===== src/rtl/external_interrupt_line_src_consts.svh =====
// Named constants for the external interrupt line source selector.
`ifndef EXTERNAL_INTERRUPT_LINE_SRC_CONSTS_SVH
`define EXTERNAL_INTERRUPT_LINE_SRC_CONSTS_SVH

// Byte offsets of the two source-select registers on the register bus.
`define OFF_SEL_8_TO_11 5'h10
`define OFF_SEL_12_TO_15 5'h14

// Reset value of the implemented low half of each register.
`define SEL_RESET 16'h0000

// Select codes that route a pin onto a line.
`define SRC_CODE_PORT_A 4'h0
`define SRC_CODE_PORT_B 4'h1
`define SRC_CODE_PORT_C 4'h2

// Geometry of the lines served by this block.
`define LINE_COUNT 8
`define FIELD_WIDTH 4
`define FIRST_PORT_C_LINE 5
`define PORT_C_PINS 3
`define PIN_COUNT 19

// Read value of the reserved upper half of each register.
`define UPPER_ZERO 16'h0000

`endif


===== src/rtl/external_interrupt_line_src_pkg.sv =====
// Types shared by the external interrupt line source selector.
package external_interrupt_line_src_pkg;

	// One 4-bit source code per line.
	typedef logic [3:0] src_code_t;

	// Codes of lines 8 to 15; element 0 is line 8.
	typedef src_code_t [7:0] line_codes_t;

endpackage : external_interrupt_line_src_pkg


===== src/rtl/line_sel_if.sv =====
// Carrier between the register side and the line multiplexer.
`timescale 1ns/10ps
interface line_sel_if;
	import external_interrupt_line_src_pkg::*;

	// Programmed codes, filtered pin levels and the resulting line levels.
	line_codes_t codes;
	logic [7:0] pinA;
	logic [7:0] pinB;
	logic [2:0] pinC;
	logic [7:0] level;

	modport regs (output codes, output pinA, output pinB, output pinC, input level);
	modport mux (input codes, input pinA, input pinB, input pinC, output level);
endinterface : line_sel_if


===== src/rtl/external_interrupt_line_line_source_select.sv =====
// Source selector for external interrupt lines 8 to 15 with an Avalon-MM register slave.
`timescale 1ns/10ps
`include "external_interrupt_line_src_consts.svh"
module external_interrupt_line_line_source_select
	import external_interrupt_line_src_pkg::*;
(
	input wire logic ref_clk,
	input wire logic rst_b,
	input wire logic [4:0] address,
	input wire logic read,
	input wire logic write,
	input wire logic [31:0] writedata,
	input wire logic [3:0] byteenable,
	output logic [31:0] readdata,
	output logic waitrequest,
	input wire logic [7:0] portAPins,
	input wire logic [7:0] portBPins,
	input wire logic [2:0] portCPins,
	output logic [7:0] lineLevel
);

	// Merges the two low byte lanes of a write into a 16-bit field store.
	function automatic logic [15:0] mergeLanes(logic [15:0] old, logic [31:0] wdata, logic [3:0] be);
		logic [15:0] res;
		res = old;
		if (be[0]) begin
			res[7:0] = wdata[7:0];
		end
		if (be[1]) begin
			res[15:8] = wdata[15:8];
		end
		return res;
	endfunction : mergeLanes

	logic [15:0] selLoQ;
	logic [15:0] selHiQ;
	logic [15:0] selLoD;
	logic [15:0] selHiD;
	logic ackQ;
	logic [31:0] readDataQ;
	logic [31:0] readDataD;
	logic [`PIN_COUNT-1:0] pinRaw;
	logic [`PIN_COUNT-1:0] sync1Q;
	logic [`PIN_COUNT-1:0] sync2Q;
	logic [`PIN_COUNT-1:0] sync3Q;
	logic [`PIN_COUNT-1:0] pinStableQ;
	logic [`PIN_COUNT-1:0] pinStableD;
	logic [7:0] lineLevelQ;
	logic request;
	logic hitLo;
	logic hitHi;
	logic writeLo;
	logic writeHi;
	logic captureRead;

	line_sel_if selBus ();

	// Bus decode: one wait cycle, then the access completes.
	assign request = read | write;
	assign waitrequest = request & ~ackQ;
	assign captureRead = read & ~ackQ;
	assign hitLo = (address == `OFF_SEL_8_TO_11);
	assign hitHi = (address == `OFF_SEL_12_TO_15);
	assign writeLo = write & ackQ & hitLo;
	assign writeHi = write & ackQ & hitHi;

	// Only the low 16 bits hold fields; the upper half is never stored.
	assign selLoD = writeLo ? mergeLanes(selLoQ, writedata, byteenable) : selLoQ;
	assign selHiD = writeHi ? mergeLanes(selHiQ, writedata, byteenable) : selHiQ;

	// Read mux; unmapped offsets and reserved bits read as zero.
	assign readDataD = hitLo ? {`UPPER_ZERO, selLoQ} :
		hitHi ? {`UPPER_ZERO, selHiQ} : 32'h0000_0000;

	// Acknowledge flag: one cycle of wait, one cycle of completion.
	always_ff @(posedge ref_clk or negedge rst_b) begin
		if (!rst_b) begin
			ackQ <= 1'b0;
		end else begin
			ackQ <= request & ~ackQ;
		end
	end

	// Read data is latched in the wait cycle and stands in the completion cycle.
	always_ff @(posedge ref_clk or negedge rst_b) begin
		if (!rst_b) begin
			readDataQ <= 32'h0000_0000;
		end else if (captureRead) begin
			readDataQ <= readDataD;
		end
	end

	// Source-select registers.
	always_ff @(posedge ref_clk or negedge rst_b) begin
		if (!rst_b) begin
			selLoQ <= `SEL_RESET;
			selHiQ <= `SEL_RESET;
		end else begin
			selLoQ <= selLoD;
			selHiQ <= selHiD;
		end
	end

	assign readdata = readDataQ;

	// Pin synchroniser: three stages, first stage feeds only the second.
	assign pinRaw = {portCPins, portBPins, portAPins};

	always_ff @(posedge ref_clk or negedge rst_b) begin
		if (!rst_b) begin
			sync1Q <= '0;
			sync2Q <= '0;
			sync3Q <= '0;
		end else begin
			sync1Q <= pinRaw;
			sync2Q <= sync1Q;
			sync3Q <= sync2Q;
		end
	end

	// A pin change counts once the second and third stages agree.
	assign pinStableD = (pinStableQ & (sync2Q ^ sync3Q)) | (sync3Q & ~(sync2Q ^ sync3Q));

	always_ff @(posedge ref_clk or negedge rst_b) begin
		if (!rst_b) begin
			pinStableQ <= '0;
		end else begin
			pinStableQ <= pinStableD;
		end
	end

	// Feed the multiplexer; line 8 code in bits 3:0 of the first register.
	assign selBus.codes = line_codes_t'({selHiQ, selLoQ});
	assign selBus.pinA = pinStableQ[7:0];
	assign selBus.pinB = pinStableQ[15:8];
	assign selBus.pinC = pinStableQ[18:16];

	line_source_mux uMux (
		.sel(selBus.mux)
	);

	// Line levels leave the block from flip-flops.
	always_ff @(posedge ref_clk or negedge rst_b) begin
		if (!rst_b) begin
			lineLevelQ <= '0;
		end else begin
			lineLevelQ <= selBus.level;
		end
	end

	assign lineLevel = lineLevelQ;
endmodule : external_interrupt_line_line_source_select


===== src/rtl/line_source_mux.sv =====
// Per-line pin selection for external interrupt lines 8 to 15.
`timescale 1ns/10ps
`include "external_interrupt_line_src_consts.svh"
module line_source_mux
	import external_interrupt_line_src_pkg::*;
(
	line_sel_if.mux sel
);

	// Decodes one code into a level; unlisted codes drive a constant low.
	function automatic logic pickLevel(src_code_t code, logic a, logic b, logic c, logic hasC);
		logic lvl;
		lvl = 1'b0;
		case (code)
			`SRC_CODE_PORT_A: lvl = a;
			`SRC_CODE_PORT_B: lvl = b;
			`SRC_CODE_PORT_C: lvl = hasC & c;
			default: lvl = 1'b0;
		endcase
		return lvl;
	endfunction : pickLevel

	// Lines 8 to 12 know ports A and B only; lines 13 to 15 add port C.
	for (genvar i = 0; i < `LINE_COUNT; i++) begin : gLine
		if (i >= `FIRST_PORT_C_LINE) begin : gWithC
			assign sel.level[i] = pickLevel(sel.codes[i], sel.pinA[i], sel.pinB[i],
				sel.pinC[i - `FIRST_PORT_C_LINE], 1'b1);
		end else begin : gNoC
			assign sel.level[i] = pickLevel(sel.codes[i], sel.pinA[i], sel.pinB[i], 1'b0, 1'b0);
		end
	end

endmodule : line_source_mux


===== config.mk =====
export PLATFORM = sky130hd
export DESIGN_NAME = external_interrupt_line_line_source_select
export DESIGN_NICKNAME = d
export VERILOG_FILES = /design/src/rtl/external_interrupt_line_src_pkg.sv /design/src/rtl/line_sel_if.sv /design/src/rtl/external_interrupt_line_line_source_select.sv /design/src/rtl/line_source_mux.sv
export VERILOG_INCLUDE_DIRS = /design/src /design/src/rtl
export SDC_FILE = /design/constraint.sdc
export NUM_CORES = 1
export LEC_CHECK = 0
export ABC_AREA = 1
export BUFFER_PORTS_ARGS = -buffer_cell sky130_fd_sc_hd__buf_2
export CORE_MARGIN = 5
export CORE_UTILIZATION = 49
export CTS_BUF_LIST = sky130_fd_sc_hd__clkbuf_4 sky130_fd_sc_hd__clkbuf_8 sky130_fd_sc_hd__clkbuf_16
export CTS_CLUSTER_SIZE = 14
export DETAILED_ROUTE_END_ITERATION = 8
export GPL_TIMING_DRIVEN = 0
export PLACE_DENSITY = 0.76
export SYNTH_ARGS = -nofsm -noshare
export SYNTH_HDL_FRONTEND = slang
export SYNTH_SLANG_ARGS = --single-unit

===== constraint.sdc =====
create_clock -name ref_clk -period 1.17 [get_ports ref_clk]
set_input_delay 0.0585 -clock ref_clk [delete_from_list [all_inputs] [get_ports ref_clk]]
set_output_delay 0.0585 -clock ref_clk [all_outputs]
set_load 0.03 [all_outputs]

# ---- Yosys cells after proc, flatten, opt, wreduce, memory -nomap -nowiden
# Cells that the tools add are included.
dict set report totals {
  regBits 149
  latchBits 0
  romBits 0
  output_inout_bits 41
  input_bits 64
  n_memories 0
  ram_bits 0
  elab_cells 58
}
dict set report classes {
  n_eq_ne 13
  bitwise 12
  mux 10
  reduce_logical 12
  addsub 0
  n_shift 0
  order_cmp 0
  n_div 0
  mul 0
}
# operator n
set op_table {}
lappend op_table {{$and 19x19->19} 2}
lappend op_table {{$eq 4x1->1 const B} 8}
lappend op_table {{$logic_not 4->1} 8}
lappend op_table {{$mux 16} 2}
lappend op_table {{$not 19->19} 1}
lappend op_table {{$or 19x19->19} 1}
lappend op_table {{$xor 19x19->19} 1}
lappend op_table {{$eq 4x2->1 const B} 3}
lappend op_table {{$eq 5x5->1 const B} 2}
lappend op_table {{$pmux 1 s2} 5}
lappend op_table {{$pmux 1 s3} 3}
lappend op_table {{$reduce_and 2->1} 4}
lappend op_table {{$and 1x1->1} 5}
lappend op_table {{$not 1->1} 1}
lappend op_table {{$or 1x1->1} 1}

# ---- Longest topological paths before layout
dict set report depth {
  depth_word 4
  ltp_mapped 7
  depth_no_buf 6
}

# ---- Cells and area by module
# A second synthesis with hierarchy kept.
dict set report unflattened {
  hier_cells 454
  hier_area_um2 5106.1
}
# module seq_area_each_um2 instances area_per_inst_um2 cells_each
set by_module_without_submodules {}
lappend by_module_without_submodules {external_interrupt_line_line_source_select 3328.2 1 4845.9 402}
lappend by_module_without_submodules {line_source_mux 0.0 1 260.2 52}

# ---- Worst setup path after synthesis
# Ideal clock, no wire load.
dict set report synth_path {
  kind {register to register}
  start {reg ackQ}
  end {reg readDataQ[10], in the netlist readdata[10]}
  arrival_time_ns 1.029
  stages_incl_launch_ff 6
  path_buffers 1
  required_ns 1.053
  path_slack_ns 0.024
  synth_period_minus_slack_ns 1.146
  setup_ns 0.117
  path_cell_list {dfrtp_1 nor2_2 inv_2 clkbuf_1 nand2_1 nand2_1}
}
dict set report synth_via {
  elab_chain_len 2
}
# element line
set synth_lines {}
lappend synth_lines {{start: declaration} external_interrupt_line_line_source_select.sv:39} ;# logic ackQ;
lappend synth_lines {{start signal: assignment} external_interrupt_line_line_source_select.sv:80} ;# ackQ <= request & ~ackQ;
lappend synth_lines {{$not 1->1} external_interrupt_line_line_source_select.sv:61} ;# assign captureRead = read & ~ackQ;
lappend synth_lines {{$and 1x1->1} external_interrupt_line_line_source_select.sv:61}
lappend synth_lines {{end signal: assignment} external_interrupt_line_line_source_select.sv:89} ;# readDataQ <= readDataD;
lappend synth_lines {{end: declaration} external_interrupt_line_line_source_select.sv:40} ;# logic [31:0] readDataQ;
# No other way between the ends.
# A chain may end at the register's enable or synchronous reset.

# ---- Final worst setup path
dict set report layout_path {
  start {reg ackQ}
  end {out waitrequest}
}
dict set report layout_via {
  elab_chain_len 2
}
# element line
set layout_lines {}
lappend layout_lines {{$not 1->1} external_interrupt_line_line_source_select.sv:60} ;# assign waitrequest = request & ~ackQ;
lappend layout_lines {{$and 1x1->1} external_interrupt_line_line_source_select.sv:60}
lappend layout_lines {{end: declaration} external_interrupt_line_line_source_select.sv:15} ;# output logic waitrequest,
# No other way between the ends.

==> flow_metrics.py <==
metrics = {
    "worst_hold_path": {
        "hold_path.class": "in -> async",
    },
    "route": {
        "drc": 0,
        "viasPerCell": 5.03,
        "drt-initial-drc-count": 230,
        "drtAntennaViolNets": 0,
        "drt_wl_total_um": 11200,
        "drt-wirelength-per-cell_um": 15.1,
        "routed-via-count": 3746,
        "drtPass1Iterations": 4,
    },
    "clock_tree": {
        "worstSkewPairLatency_ns": 0.53,
        "cts-root-buf": "clkbuf_8",
        "cts_tree": "done",
        "cts_made_buffers": 17,
        "clockBufferDepth": 2,
        "clkSlewWorstSetupHoldPaths_ns": 0.06,
        "cts_sinks": 133,
        "cts_max_level": 4,
    },
    "floorplanning": {
        "row_count": 37,
        "die_width_um": 111,
        "initial_core_util_pct": 49.5,
        "die_h_um": 111,
        "die-area_um2": 12400,
        "core_um2": 10200,
        "ios": 105,
    },
    "grt": {
        "grt_util_all_layers_pct": 19.5,
        "met3_usage_pct": 5.49,
        "grt_use_met1_pct": 24.3,
        "overflow": 0,
        "met2_usage_pct": 31.8,
        "grt-busiest-layer": "met2",
        "grt_pass1_wl_um": 19200,
        "grt_pass1_vias": 3901,
        "antenna_found_initial": 0,
        "grt_max_degree": 81,
    },
    "cells_and_area": {
        "multi_input_area_um2": 1510,
        "syn_to_final_growth_pct": 37.5,
        "fillerInstances": 750,
        "final_nets": 660,
        "ff_latch_area_um2": 3330,
        "final_common_cell": "dfrtp_1",
        "final_cell_mix": "dfrtp_1, nand2_1, buf_2, nand4_1, dlygate4sd3_1",
        "layout-drive-gt1-share_pct": 28.6,
        "finalInstanceArea_um2": 6930,
        "antenna_cells": 0,
    },
    "synth": {
        "ys_seq_area_share_pct": 66.1,
        "syn_inst": 435,
        "synth.largest_area_cell": "dfrtp_1",
        "synthTopCellsByArea": "dfrtp_1, nand2_1, nand4_1",
        "synth_cell_types": 23,
        "avgSynthCellArea_um2": 11.6,
        "syn_area_um2": 5040,
        "synth-seq-cells": 133,
        "post-synth-top-area-fraction_pct": 66.1,
        "ys_warn_count": 0,
    },
    "setup_path": {
        "r2r_cells": 5,
        "rrSetupSlack_ns": -0.03,
        "critPathMaxFanout": 3,
        "cp.required_ns": 1.11,
        "crit_type": "reg -> out",
        "worstSetupStartpointType": "register",
        "worstSetupEndpointType": "output pin",
        "crit_arrival_ns": 1.21,
    },
    "outcome": {
        "violations": "negative setup slack",
        "status": "finished, violations left",
    },
    "sta": {
        "holdWs_ns": 0.0463,
        "max_freq_ghz": 0.787,
        "fin_ws_ns": -0.101,
        "fin_crit_ns": 1.27,
        "maxSlewViolCount": 0,
        "setup_viol_count_final": 11,
        "fin_skew_ns": 0.00758,
        "fin_tns_setup_ns": -0.212,
        "rsz0062_at_grt": "true",
        "fin_crit_sh_pct": 109,
        "hold_violations": 0,
    },
    "placed_design": {
        "placed_cell_area_um2": 5630,
        "port_buffers": 67,
        "gp_congestion": 0.877,
        "hpwl_um": 7230,
        "pre_cts_ws_ns": -0.182,
    },
    "run": {
        "drv_cap": 0,
    },
    "power_and_ir_drop": {
        "power_leakage_nw": 3.51,
        "ir_worst_vdd_uv": 1090,
        "finalPower_mw": 11.7,
        "powerDensity_nw_per_um2": 1690,
    },
}
[metrics by stage]
| step | utilization, % | instances |
|---|---|---|
| 5_1_grt | 68.0 | 745 |
| 3_5_place_dp | 55.3 | 654 |
| 3_3_place_gp | 55.0 | 653 |
| 4_1_cts | 66.4 | 734 |
| 2_1_floorplan | - | 450 |
| 6_report | 68.0 | 745 |
[power by group]
part           switching (mW)  internal [mW]
Clock                    1.92           3.47
Combinational           0.681          0.482
Sequential              0.207           4.92
[final timing paths]
path,start,to
hold / removal,rst_b,sync2Q[18]$_DFF_PN0_
setup reg to reg,ackQ$_DFF_PN0_,selHiQ[0]$_DFFE_PN0P_
setup / recovery,ackQ$_DFF_PN0_,waitrequest
min in group ref_clk,portAPins[3],sync1Q[3]$_DFF_PN0_
max in group asynchronous,rst_b,async pin
hold reg to reg,sync1Q[18]$_DFF_PN0_,sync2Q[18]$_DFF_PN0_
[synth_stat cells]
library cell / count
nor2_1: 5
buf_6: 2
inv_2: 3
nand2_1: 129
clkbuf_1: 3
nand4_1: 64
mux2i_1: 5
nor2_8: 3
a21boi_0: 3
o21ai_0: 3
nand2_2: 1
nand2_4: 2
nand3_4: 4
maj3_1: 19
clkinv_2: 2
nor3_1: 11
buf_2: 14
buf_4: 17
or2_2: 5
inv_1: 4
conb_1: 1
nor2_2: 2
dfrtp_1: 133
[critical path, stage by stage, from the launching register on]
cell,delay [ns]
dfrtp_2,0.43
nor2_4,0.13
buf_6,0.14
[layout make-up]
class	count	area share, %
Buffer	35	3.43
Clock buffer	21	6.77
Inverter	9	0.650
Timing Repair Buffer	128	14.6
Tap cell	136	2.46
Sequential cell	133	48.1
Clock inverter	11	2.15
Multi-Input combinational cell	272	21.9
[cell families (layout without fill, tap and decap cells)]
| logic type | Yosys count | in the layout | synth area share (%) |
|---|---|---|---|
| fa+ha+maj | 19 | 19 | 3.77 |
| compound gates | 6 | 6 | 0.745 |
| buf+inv | 45 | 204 | 5.31 |
| simple gates | 226 | 226 | 23.0 |
| flops | 133 | 133 | 66.1 |
| mux | 5 | 5 | 0.993 |
| other cells | 1 | 16 | 0.0744 |
[per-layer routing]
layer / vias to the layer above / part of all wire, %
met3: 29 / 5.8
met2: 139 / 50
met1: 1795 / 41
li1: 1783 / -
met4: 0 / 2.5
met5: - / 0
[what timing repair did]
action / CTS / global route
setup endpoints to repair: 41 / 54
setup buffers: 4 / 11
hold buffers: 45 / 0
pin swaps: 1 / 2
resized for setup: 7 / 45
hold endpoints to repair: 191 / 0
Note: power is estimated with default switching activity, not from simulation.
